$ cat src/inc/usm_pkg.sv
// usm_pkg: register map, field positions, reset values and carrier types
// Function
// - full FIFO: flag overrun, drop new char
// - parity flag for char at holding location
// - framing flag for char at holding location
// - break flagged; FIFO takes one break char
// - holding-empty set on transfer, FIFO empty
// - transmitter empty when holding and shifter empty
// - FIFO error flag while error bytes remain
// - delta on CTS/DSR/CD change, modem interrupt
// - ring delta only at ringing end
// - auto CTS stops after current character
// - CTS status inverted pin, loopback RTS bit
// - DSR/RI/CD inverted pins, loopback control bits
// - eight-bit scratch byte, resets to ones
// - swap routes scratch writes to mode register
// - two-bit field selects level counter source
// - alternating mode: receive, transmit, repeat
// - direction low transmitting, polarity inverts
// - four-bit code selects hysteresis characters
// - line interrupt at holding or FIFO entry
// - sampling 8x or 16x, 16x default
// - data ready while characters wait
// - loopback bit substitutes control for inputs
package usm_pkg;
  localparam logic [7:0]  OFS_LINE      = 8'h00;
  localparam logic [7:0]  OFS_MODEM     = 8'h04;
  localparam logic [7:0]  OFS_SCRATCH   = 8'h08;
  localparam logic [7:0]  OFS_CTRL      = 8'h0c;
  localparam logic [7:0]  SCRATCH_RST   = 8'hff;
  localparam logic [7:0]  MODE_SEL_RST  = 8'h80;
  localparam logic [12:0] CTRL_RST      = 13'h0000;
  localparam logic [3:0]  MODEM_PIN_RST = 4'hf;
  localparam logic [1:0]  RESP_OKAY     = 2'h0;
  localparam logic [1:0]  RESP_SLVERR   = 2'h2;
  // control register fields
  localparam int C_DTR  = 0;
  localparam int C_RTS  = 1;
  localparam int C_OUT1 = 2;
  localparam int C_OUT2 = 3;
  localparam int C_LOOP = 4;
  localparam int C_FIFO = 5;
  localparam int C_HYS  = 6;
  localparam int C_SWAP = 8;
  localparam int C_ACTS = 9;
  localparam int C_ADIR = 10;
  localparam int C_IELS = 11;
  localparam int C_IEMS = 12;
  // enhanced mode select fields
  localparam int M_POL  = 3;
  localparam int M_XHYS = 4;
  localparam int M_LSIM = 6;
  localparam int M_S16  = 7;
  localparam logic [1:0] CNT_TX  = 2'h1;
  localparam logic [1:0] CNT_ALT = 2'h3;
  // line status fields
  localparam int LS_DR   = 0;
  localparam int LS_OE   = 1;
  localparam int LS_TXE  = 5;
  localparam int LS_IDLE = 6;
  localparam int LS_FERR = 7;

  typedef struct packed {
    logic char_done;
    logic perr;
    logic ferr;
    logic brk;
    logic fifo_full;
  } usm_rx_char_t;

  typedef struct packed {
    logic head_new;
    logic head_pop;
    logic perr;
    logic ferr;
    logic brk;
  } usm_rx_head_t;

  typedef struct packed {
    logic load;
    logic xfer;
    logic shift_busy;
  } usm_tx_t;

  typedef struct packed {
    logic carrier_detect_in_n;
    logic ring_indicator_in_n;
    logic dsr_n;
    logic cts_n;
  } usm_modem_t;
endpackage

$ cat src/design/usm_status_mode.sv
// usm_status_mode: line/modem status and enhanced mode logic of one channel, AXI4-Lite slave
//
// The implementer's own choices: the address map and the AXI4-Lite interface to the registers.
`timescale 1ns/1ps
`default_nettype none
module usm_status_mode #(
  parameter int LVL_W = 7
) (
  input  wire logic                  sys_clk,
  input  wire logic                  rst_n,
  input  wire logic [7:0]            s_axi_awaddr,
  input  wire logic                  s_axi_awvalid,
  output logic                       s_axi_awready,
  input  wire logic [31:0]           s_axi_wdata,
  input  wire logic [3:0]            s_axi_wstrb,
  input  wire logic                  s_axi_wvalid,
  output logic                       s_axi_wready,
  output logic [1:0]                 s_axi_bresp,
  output logic                       s_axi_bvalid,
  input  wire logic                  s_axi_bready,
  input  wire logic [7:0]            s_axi_araddr,
  input  wire logic                  s_axi_arvalid,
  output logic                       s_axi_arready,
  output logic [31:0]                s_axi_rdata,
  output logic [1:0]                 s_axi_rresp,
  output logic                       s_axi_rvalid,
  input  wire logic                  s_axi_rready,
  input  wire usm_pkg::usm_rx_char_t rx_char,
  input  wire usm_pkg::usm_rx_head_t rx_head,
  input  wire usm_pkg::usm_tx_t      tx_stat,
  input  wire logic [LVL_W-1:0]      rx_level,
  input  wire logic [LVL_W-1:0]      tx_level,
  input  wire usm_pkg::usm_modem_t   modem_pins_n,
  output logic                       rx_fifo_wr,
  output logic                       tx_stop,
  output logic                       rts_n,
  output logic                       dtr_n,
  output logic [5:0]                 hyst_chars,
  output logic                       sample_16x,
  output logic                       line_irq,
  output logic                       modem_irq
);
  if (LVL_W < 1 || LVL_W > 8) begin : g_bad_lvl
    $error("usm_status_mode: LVL_W must be 1 to 8");
  end

  //////////////////////////////////////////////////////////////////////////////
  // decode
  function automatic logic [3:0] reg_hit(input logic [7:0] a);
    reg_hit = {a == usm_pkg::OFS_CTRL, a == usm_pkg::OFS_SCRATCH,
               a == usm_pkg::OFS_MODEM, a == usm_pkg::OFS_LINE};
  endfunction

  function automatic logic [5:0] hyst_of(input logic [3:0] code);
    case (code)
      4'h0: hyst_of = 6'd0;
      4'h1: hyst_of = 6'd4;
      4'h2: hyst_of = 6'd6;
      4'h3: hyst_of = 6'd8;
      4'h4: hyst_of = 6'd8;
      4'h5: hyst_of = 6'd16;
      4'h6: hyst_of = 6'd24;
      4'h7: hyst_of = 6'd32;
      4'h8: hyst_of = 6'd40;
      4'h9: hyst_of = 6'd44;
      4'ha: hyst_of = 6'd48;
      4'hb: hyst_of = 6'd52;
      4'hc: hyst_of = 6'd12;
      4'hd: hyst_of = 6'd20;
      4'he: hyst_of = 6'd28;
      default: hyst_of = 6'd36;
    endcase
  endfunction

  //////////////////////////////////////////////////////////////////////////////
  // axi4-lite handshakes
  logic        aw_rdy_ff, w_rdy_ff, ar_rdy_ff, bvalid_ff, rvalid_ff;
  logic        aw_hold_ff, w_hold_ff;
  logic [7:0]  awaddr_ff;
  logic [31:0] wdata_ff, rdata_ff;
  logic [3:0]  wstrb_ff;
  logic [1:0]  bresp_ff, rresp_ff;

  wire aw_hs  = s_axi_awvalid & aw_rdy_ff;
  wire w_hs   = s_axi_wvalid & w_rdy_ff;
  wire ar_hs  = s_axi_arvalid & ar_rdy_ff;
  wire do_wr  = aw_hold_ff & w_hold_ff & ~bvalid_ff;
  wire nxt_aw_hold = (aw_hold_ff & ~do_wr) | aw_hs;
  wire nxt_w_hold  = (w_hold_ff & ~do_wr) | w_hs;
  wire nxt_bvalid  = do_wr | (bvalid_ff & ~s_axi_bready);
  wire nxt_rvalid  = ar_hs | (rvalid_ff & ~s_axi_rready);

  wire [3:0] wr_hit = reg_hit(awaddr_ff);
  wire [3:0] rd_hit = reg_hit(s_axi_araddr);

  //////////////////////////////////////////////////////////////////////////////
  // register state
  logic [12:0]      ctrl_ff;
  logic [7:0]       scratch_ff, mode_sel_ff;
  logic [3:0]       rx_err_ff;    // overrun, parity, framing, break
  logic [3:0]       delta_ff;     // cd, ri, dsr, cts
  logic [3:0]       msr_prev_ff;
  logic [3:0]       pin_s1_ff, pin_s2_ff, pin_s3_ff, pin_filt_ff;
  logic [LVL_W-1:0] err_cnt_ff;
  logic             brk_hold_ff, txh_empty_ff, alt_tx_ff, line_pend_ff;
  logic             rx_fifo_wr_ff, tx_stop_ff, rts_n_ff, dtr_n_ff;
  logic [5:0]       hyst_ff;
  logic             sample_16x_ff, line_irq_ff, modem_irq_ff;

  wire fifo_mode = ctrl_ff[usm_pkg::C_FIFO];
  wire swap      = ctrl_ff[usm_pkg::C_SWAP];
  wire loop_on   = ctrl_ff[usm_pkg::C_LOOP];

  wire wr_ctrl    = do_wr & wr_hit[3];
  wire wr_scratch = do_wr & wr_hit[2] & wstrb_ff[0] & ~swap;
  wire wr_mode    = do_wr & wr_hit[2] & wstrb_ff[0] & swap;
  wire rd_line    = ar_hs & rd_hit[0];
  wire rd_modem   = ar_hs & rd_hit[1];
  wire rd_level   = ar_hs & rd_hit[2] & swap;

  //////////////////////////////////////////////////////////////////////////////
  // receive status
  wire rx_err_in  = rx_char.perr | rx_char.ferr | rx_char.brk;
  wire head_err   = rx_head.perr | rx_head.ferr | rx_head.brk;
  wire ovr_set    = rx_char.char_done & rx_char.fifo_full;
  // a break lasting many frames would flood the FIFO; only its first frame goes in
  wire brk_dup    = fifo_mode & rx_char.brk & brk_hold_ff;
  wire rx_push    = rx_char.char_done & ~rx_char.fifo_full & ~brk_dup;
  wire err_inc    = rx_push & rx_err_in;
  wire err_dec    = rx_head.head_pop & head_err;
  wire [3:0] err_set = {ovr_set,
                        rx_head.head_new & rx_head.perr,
                        rx_head.head_new & rx_head.ferr,
                        rx_head.head_new & rx_head.brk};
  wire [3:0] nxt_rx_err = err_set | (rx_err_ff & ~{4{rd_line}});
  // immediate mode signals on FIFO entry, delayed mode when the char is on top
  wire line_trig  = ovr_set | (mode_sel_ff[usm_pkg::M_LSIM] ? err_inc
                                                             : rx_head.head_new & head_err);
  wire nxt_line_pend = line_trig | (line_pend_ff & ~rd_line);
  wire [LVL_W-1:0] nxt_err_cnt = err_cnt_ff + LVL_W'(err_inc) - LVL_W'(err_dec);

  //////////////////////////////////////////////////////////////////////////////
  // transmit status
  wire txh_empty = fifo_mode ? (tx_level == '0) : txh_empty_ff;
  wire tx_idle   = txh_empty & ~tx_stat.shift_busy;

  wire [7:0] line_status = {err_cnt_ff != '0,
                            tx_idle, txh_empty,
                            rx_err_ff[0], rx_err_ff[1], rx_err_ff[2], rx_err_ff[3],
                            rx_level != '0};

  //////////////////////////////////////////////////////////////////////////////
  // modem inputs
  wire [3:0] loop_bits = {ctrl_ff[usm_pkg::C_OUT2], ctrl_ff[usm_pkg::C_OUT1],
                          ctrl_ff[usm_pkg::C_DTR], ctrl_ff[usm_pkg::C_RTS]};
  wire [3:0] msr_lvl   = loop_on ? loop_bits : ~pin_filt_ff;
  wire [3:0] chg       = msr_lvl ^ msr_prev_ff;
  // status ri falling means the pin rose: the end of ringing
  wire [3:0] delta_set = {chg[3], msr_prev_ff[2] & ~msr_lvl[2], chg[1], chg[0]};
  wire [3:0] nxt_delta = delta_set | (delta_ff & ~{4{rd_modem}});
  wire [7:0] modem_status = {msr_lvl, delta_ff};

  //////////////////////////////////////////////////////////////////////////////
  // level counter and read mux
  wire [1:0] cnt_mode = mode_sel_ff[1:0];
  wire lvl_tx = (cnt_mode == usm_pkg::CNT_TX) | ((cnt_mode == usm_pkg::CNT_ALT) & alt_tx_ff);
  wire [7:0] level_val = lvl_tx ? 8'(tx_level) : 8'(rx_level);
  wire [7:0] scr_val   = swap ? level_val : scratch_ff;
  wire [31:0] rd_val   = rd_hit[0] ? {24'h00_0000, line_status} :
                         rd_hit[1] ? {24'h00_0000, modem_status} :
                         rd_hit[2] ? {24'h00_0000, scr_val} :
                         rd_hit[3] ? {19'h0_0000, ctrl_ff} : 32'h0000_0000;
  wire nxt_alt_tx = wr_mode ? 1'b0 :
                    (rd_level & cnt_mode == usm_pkg::CNT_ALT) ? ~alt_tx_ff : alt_tx_ff;
  wire [12:0] nxt_ctrl = {wstrb_ff[1] ? wdata_ff[12:8] : ctrl_ff[12:8],
                          wstrb_ff[0] ? wdata_ff[7:0] : ctrl_ff[7:0]};
  wire nxt_dir = tx_idle ^ mode_sel_ff[usm_pkg::M_POL];

  //////////////////////////////////////////////////////////////////////////////
  // bus flops
  always_ff @(posedge sys_clk) begin
    if (!rst_n) begin
      aw_rdy_ff  <= 1'b1;
      w_rdy_ff   <= 1'b1;
      ar_rdy_ff  <= 1'b1;
      aw_hold_ff <= 1'b0;
      w_hold_ff  <= 1'b0;
      bvalid_ff  <= 1'b0;
      rvalid_ff  <= 1'b0;
      awaddr_ff  <= 8'h00;
      wdata_ff   <= 32'h0000_0000;
      wstrb_ff   <= 4'h0;
      bresp_ff   <= usm_pkg::RESP_OKAY;
      rresp_ff   <= usm_pkg::RESP_OKAY;
      rdata_ff   <= 32'h0000_0000;
    end else begin
      aw_hold_ff <= nxt_aw_hold;
      w_hold_ff  <= nxt_w_hold;
      aw_rdy_ff  <= ~nxt_aw_hold;
      w_rdy_ff   <= ~nxt_w_hold;
      bvalid_ff  <= nxt_bvalid;
      rvalid_ff  <= nxt_rvalid;
      ar_rdy_ff  <= ~nxt_rvalid;
      if (aw_hs) begin
        awaddr_ff <= s_axi_awaddr;
      end
      if (w_hs) begin
        wdata_ff <= s_axi_wdata;
        wstrb_ff <= s_axi_wstrb;
      end
      if (do_wr) begin
        bresp_ff <= (|wr_hit) ? usm_pkg::RESP_OKAY : usm_pkg::RESP_SLVERR;
      end
      if (ar_hs) begin
        rdata_ff <= rd_val;
        rresp_ff <= (|rd_hit) ? usm_pkg::RESP_OKAY : usm_pkg::RESP_SLVERR;
      end
    end
  end

  //////////////////////////////////////////////////////////////////////////////
  // configuration
  always_ff @(posedge sys_clk) begin
    if (!rst_n) begin
      ctrl_ff     <= usm_pkg::CTRL_RST;
      scratch_ff  <= usm_pkg::SCRATCH_RST;
      mode_sel_ff <= usm_pkg::MODE_SEL_RST;
      alt_tx_ff   <= 1'b0;
    end else begin
      if (wr_ctrl) begin
        ctrl_ff <= nxt_ctrl;
      end
      if (wr_scratch) begin
        scratch_ff <= wdata_ff[7:0];
      end
      if (wr_mode) begin
        mode_sel_ff <= wdata_ff[7:0];
      end
      alt_tx_ff <= nxt_alt_tx;
    end
  end

  //////////////////////////////////////////////////////////////////////////////
  // status and modem tracking
  always_ff @(posedge sys_clk) begin
    if (!rst_n) begin
      rx_err_ff    <= 4'h0;
      err_cnt_ff   <= '0;
      brk_hold_ff  <= 1'b0;
      line_pend_ff <= 1'b0;
      txh_empty_ff <= 1'b1;
      delta_ff     <= 4'h0;
      msr_prev_ff  <= 4'h0;
      pin_s1_ff    <= usm_pkg::MODEM_PIN_RST;
      pin_s2_ff    <= usm_pkg::MODEM_PIN_RST;
      pin_s3_ff    <= usm_pkg::MODEM_PIN_RST;
      pin_filt_ff  <= usm_pkg::MODEM_PIN_RST;
    end else begin
      rx_err_ff    <= nxt_rx_err;
      err_cnt_ff   <= nxt_err_cnt;
      line_pend_ff <= nxt_line_pend;
      if (rx_char.char_done) begin
        brk_hold_ff <= rx_char.brk;
      end
      // the transfer to the shifter wins over a same-cycle host load
      txh_empty_ff <= tx_stat.xfer | (txh_empty_ff & ~tx_stat.load);
      delta_ff     <= nxt_delta;
      msr_prev_ff  <= msr_lvl;
      pin_s1_ff    <= modem_pins_n;
      pin_s2_ff    <= pin_s1_ff;
      pin_s3_ff    <= pin_s2_ff;
      for (int i = 0; i < 4; i++) begin
        if (pin_s2_ff[i] == pin_s3_ff[i]) begin
          pin_filt_ff[i] <= pin_s3_ff[i];
        end
      end
    end
  end

  //////////////////////////////////////////////////////////////////////////////
  // registered outputs
  always_ff @(posedge sys_clk) begin
    if (!rst_n) begin
      rx_fifo_wr_ff <= 1'b0;
      tx_stop_ff    <= 1'b0;
      rts_n_ff      <= 1'b1;
      dtr_n_ff      <= 1'b1;
      hyst_ff       <= 6'd0;
      sample_16x_ff <= 1'b1;
      line_irq_ff   <= 1'b0;
      modem_irq_ff  <= 1'b0;
    end else begin
      rx_fifo_wr_ff <= rx_push;
      // only re-evaluated between characters so a stop never cuts one short
      if (!tx_stat.shift_busy) begin
        tx_stop_ff <= ctrl_ff[usm_pkg::C_ACTS] & ~msr_lvl[0];
      end
      rts_n_ff      <= ctrl_ff[usm_pkg::C_ADIR] ? nxt_dir : ~ctrl_ff[usm_pkg::C_RTS];
      dtr_n_ff      <= ~ctrl_ff[usm_pkg::C_DTR];
      hyst_ff       <= hyst_of({mode_sel_ff[usm_pkg::M_XHYS +: 2], ctrl_ff[usm_pkg::C_HYS +: 2]});
      sample_16x_ff <= mode_sel_ff[usm_pkg::M_S16];
      line_irq_ff   <= nxt_line_pend & ctrl_ff[usm_pkg::C_IELS];
      modem_irq_ff  <= (|nxt_delta) & ctrl_ff[usm_pkg::C_IEMS];
    end
  end

  assign s_axi_awready = aw_rdy_ff;
  assign s_axi_wready  = w_rdy_ff;
  assign s_axi_bvalid  = bvalid_ff;
  assign s_axi_bresp   = bresp_ff;
  assign s_axi_arready = ar_rdy_ff;
  assign s_axi_rvalid  = rvalid_ff;
  assign s_axi_rdata   = rdata_ff;
  assign s_axi_rresp   = rresp_ff;
  assign rx_fifo_wr    = rx_fifo_wr_ff;
  assign tx_stop       = tx_stop_ff;
  assign rts_n         = rts_n_ff;
  assign dtr_n         = dtr_n_ff;
  assign hyst_chars    = hyst_ff;
  assign sample_16x    = sample_16x_ff;
  assign line_irq      = line_irq_ff;
  assign modem_irq     = modem_irq_ff;
endmodule
`default_nettype wire

$ cat config.mk
export PLATFORM = sky130hd
export DESIGN_NAME = usm_status_mode
export DESIGN_NICKNAME = d
export VERILOG_FILES = /design/src/inc/usm_pkg.sv /design/src/design/usm_status_mode.sv
export SDC_FILE = /design/constraint.sdc
export NUM_CORES = 1
export LEC_CHECK = 0
export BUFFER_PORTS_ARGS = -buffer_cell sky130_fd_sc_hd__buf_2
export CAP_MARGIN = 20
export CORE_MARGIN = 2
export CORE_UTILIZATION = 40
export DETAILED_ROUTE_END_ITERATION = 7
export PLACE_DENSITY_LB_ADDON = 0.12
export SLEW_MARGIN = 20
export SYNTH_ARGS = -nofsm -noshare
export SYNTH_HDL_FRONTEND = slang
export SYNTH_SLANG_ARGS = --single-unit
$ cat constraint.sdc
create_clock -name sys_clk -period 2.5 [get_ports sys_clk]
set_clock_uncertainty 0.05 [all_clocks]
set_input_delay 0.125 -clock sys_clk [delete_from_list [all_inputs] [get_ports sys_clk]]
set_output_delay 0.125 -clock sys_clk [all_outputs]
set_load 0.03 [all_outputs]
==> qor.yml <==
run_status:
  status: "finished clean"
floorplanning:
  io_pins: 144
  die_x_um: 119
  initial_core_util_pct: 40.6
  coreArea_mm2: 0.0131
  row_count: 42
  dieHeight_um: 119
  die_area_mm2: 0.0143
placed_design:
  place_ws_ns: -0.234
  dp_hpwl_mm: 9.61
  gp_congestion: 0.837
  io_buffers: 100
clock_network:
  cts_tree: "done"
  cts_htree_levels: 4
  cts-root-buf: "clkbuf_16"
  cts-buffers-inserted: 17
  clock_sinks: 124
  clockBufferDepth: 2
  cts_setup_buffers: 0
  clkLatencyLatePin_ns: 0.41
  clk_pin_slew_ns: 0.05
global_routing:
  grt_start_max_net_pins: 87
  grt_util_all_layers_pct: 19.8
  grt_use_met2_pct: 32.5
  grt_pass1_wl_mm: 22.1
  overflow: 0
  gr-usage-met3_pct: 5.17
  grt_busiest_layer: "met2"
  antenna_found_initial: 0
  grt_pass1_vias: 4484
  gr-usage-met1_pct: 25.2
timing:
  slew_headroom_pct: 50.8
  tightest_slew_ns: 0.736
  final_hold_viol_count: 0
  setup_tns_ns: 0
  slew_viol_final: 0
  fin_crit_sh_pct: 95.7
  period_needed_ns: 2.39
  max_freq_ghz: 0.418
  setup_viol: 0
  fin_ws_ns: 0.108
  rsz0062_at_grt: "no"
synth:
  synth-xor-area-share_pct: 1.15
  syn_inst: 620
  yosys.area.top_type_share_pct: 46.6
  ys_seq_area_share_pct: 46.6
  synth_top_family_by_area: "simple AND/OR/NAND/NOR gates"
  synthMuxAreaShare_pct: 3.38
  synth_top_area_cell: "dfxtp_1"
  synth-edff-count: 0
  yosys_warnings: 0
  postSynth.asyncResetShare_pct: 0
  syn-mean-instance-area_um2: 8.60
  ys.flop_type: "dfxtp_1"
  syn_area_mm2: 0.00533
  ys_types: 64
  synthSimpleGateAreaFrac_pct: 22.9
  synth_adder_area_share_pct: 2.72
  synth.ff_latch_count: 124
  synth_compound_area_share_pct: 16.0
  synth.area.top_cells: "dfxtp_1, nand2_1, a21oi_1"
critical_path:
  slowest_stage: "dlygate4sd3_1"
  crit_family: "adder cells"
  worstSetupPathDepth: 12
  critPathBufInv: 4
  path_class: "in2reg"
  regToRegEndpoint: "err_cnt_ff[6]$_SDFF_PN0_"
  worstSetupEndpoint: "err_cnt_ff[6]$_SDFF_PN0_"
  reg2reg_depth: 11
  crit_path_start: "rx_char[0]"
  end_kind: "flop"
  crit_chain: "dlygate4sd3_1 -> buf_2 -> nand4b_1 -> ha_1 -> inv_1 -> ha_1 -> inv_1 -> fa_2 -> nand2b_1 -> a21oi_2 -> o21ai_2 -> o311ai_1"
  crit_path_start_kind: "primary input"
  worstPathArrival_ns: 2.65
  required_ns: 2.76
  reg2reg_from: "ctrl_ff[5]$_SDFFE_PN0P_"
  max_stage_delay_ns: 0.54
  ff2ff_setup_slack_ns: 0.15
  cp_max_fo: 4
power:
  p_int_uw: 4030
  p_comb_share_pct: 15.4
  power_frac_seq_pct: 39.0
  p_switching_uw: 1450
  p_per_area_mw_per_mm2: 787
  clkPwrFrac_pct: 45.6
  ir_drop_v: 0.000542
  swShare_pct: 26.4
  power.total_uw: 5480
  p_leak_uw: 0.00286
final_layout:
  drive_above_1_share_pct: 20.5
  area_delta_synth_final_pct: 30.6
  insertedDiodeCount: 0
  nNetsFinal: 858
routing:
  drt_wl_total_mm: 13.7
  num_vias: 4651
  first_pass_iters: 4
  antenna_left: 0
  wl_per_cell_um: 14.5
  viasPerCell: 4.92
  drc: 0
  first_iter_violations: 271
flow_run:
  cap_violations: 0
worst_hold_path:
  hold_path_class: "in2reg"
==> Yosys cell counts, drive strengths merged (4+ instances only) <==
cell type  instances
nand3             34
mux2i             18
a22oi             11
nor3               5
nor2b              5
nand2             93
ha                10
nor2              44
o21ai             44
dfxtp            124
nor4               8
inv               23
a31oi              5
or3                6
and2               8
clkbuf            22
buf               32
nand2b            20
xnor2              4
a21oi             50
==> worst min path at each step <==
stage                          from                        end  slack (ns)  depth (start not counted)
detailed placement  modem_pins_n[3]    pin_s1_ff[3]$_SDFF_PN1_        0.26                          2
global route          s_axi_awvalid  awaddr_ff[2]$_SDFFE_PN0P_        0.02                          3
finish                s_axi_awvalid  awaddr_ff[2]$_SDFFE_PN0P_        0.02                          3
CTS                   s_axi_awvalid  awaddr_ff[4]$_SDFFE_PN0P_       0.005                          3
floorplan                tx_stat[1]    txh_empty_ff$_SDFF_PN1_        0.17                          1
global placement    modem_pins_n[3]    pin_s1_ff[3]$_SDFF_PN1_        0.26                          2
==> layout make-up <==
cell class              instances  area, µm²
clock inverters                13        165
well taps                     176        220
inverters                      23       86.3
fillers                      1256       6170
multi-input cells             440       2550
repair buffers                151       1010
flip-flops and latches        124       2480
clock buffers                  19        443
==> metrics by stage <==
stage | instances | utilization [%] | hold slack, ns | instance area [µm²]
final | 946 | 53.0 | 0.0240 | 6960
after global routing | 946 | 53.0 | 0.0247 | 6960
after CTS | 946 | 52.9 | 0.00513 | 6950
after detailed placement | 872 | 45.1 | 0.260 | 5930
after global placement | 872 | 45.1 | 0.257 | 5930
after floorplan | 641 | - | 0.174 | 5410
==> what timing repair did <==
action,CTS,global route
gates resized for setup,1,4
pin swaps,2,2
endpoints found under the setup margin,1,2
endpoints found under the hold margin,37,0
hold buffers,42,0
==> layout by cell type, fill, tap and decap left out, types with 4 or more instances in the layout <==
master and count:
dfxtp_1 124, buf_2 100, nand2_1 93, a21oi_1 49, nor2_1 44, dlygate4sd3_1 42, o21ai_0 33, nand3_1 31
inv_1 23, conb_1 22, nand2b_1 20, mux2i_1 18, clkbuf_16 17, a22oi_1 11, ha_1 10, o21ai_1 9
and2_1 8, buf_4 7, or3_1 6, a31oi_1 5, nor2b_1 5, xnor2_1 4, nor4_1 4, clkinvlp_4 4
==> flip-flops by register name (all words and copies together) (netlist names), 2 cells and up <==
| signal | cells |
|---|---|
| awaddr_ff | 8 |
| ctrl_ff | 13 |
| delta_ff | 4 |
| err_cnt_ff | 7 |
| hyst_chars | 5 |
| mode_sel_ff | 7 |
| msr_prev_ff | 4 |
| pin_filt_ff | 4 |
| pin_s1_ff | 4 |
| pin_s2_ff | 4 |
| pin_s3_ff | 4 |
| rx_err_ff | 4 |
| s_axi_rdata | 13 |
| scratch_ff | 8 |
| wdata_ff | 13 |
| wstrb_ff | 2 |
==> power by group through the flow <==
| stage | logic [µW] | registers, µW | clock network (µW) |
|---|---|---|---|
| floorplan | 562 | 2180 | 0 |
| global placement | 718 | 2180 | 0 |
| detailed placement | 762 | 2180 | 0 |
| CTS | 819 | 2140 | 2550 |
| global route | 956 | 2150 | 2640 |
| finish | 844 | 2140 | 2500 |
==> worst register-to-register path, cell delays in order, from the launching register on <==
cell	delay (ns)
dfxtp_1	0.32
nand3_1	0.09
nand4b_1	0.18
ha_1	0.34
inv_1	0.06
ha_1	0.17
inv_1	0.06
fa_2	0.34
nand2b_1	0.16
a21oi_2	0.17
o21ai_2	0.09
o311ai_1	0.23
==> logic make-up after synthesis <==
| family | after synthesis |
|---|---|
| adders and majority gates | 11 |
| muxes | 18 |
| xor gates and xnor gates | 7 |
| other | 1 |
| DFF | 124 |
| buffers and inverters | 77 |
| and+or+nand+nor | 242 |
| AOI/OAI and AO/OA | 140 |
==> per-layer routing <==
layer  vias to the layer above  wire length [µm]  share of wire (%)
met5                         -                 0                  0
li1                       2380                 -                  -
met1                      2166              6370                 46
met2                        97              6670                 49
met4                         0               129               0.94
met3                         8               543                4.0
Power figures use the tool's default switching activity.
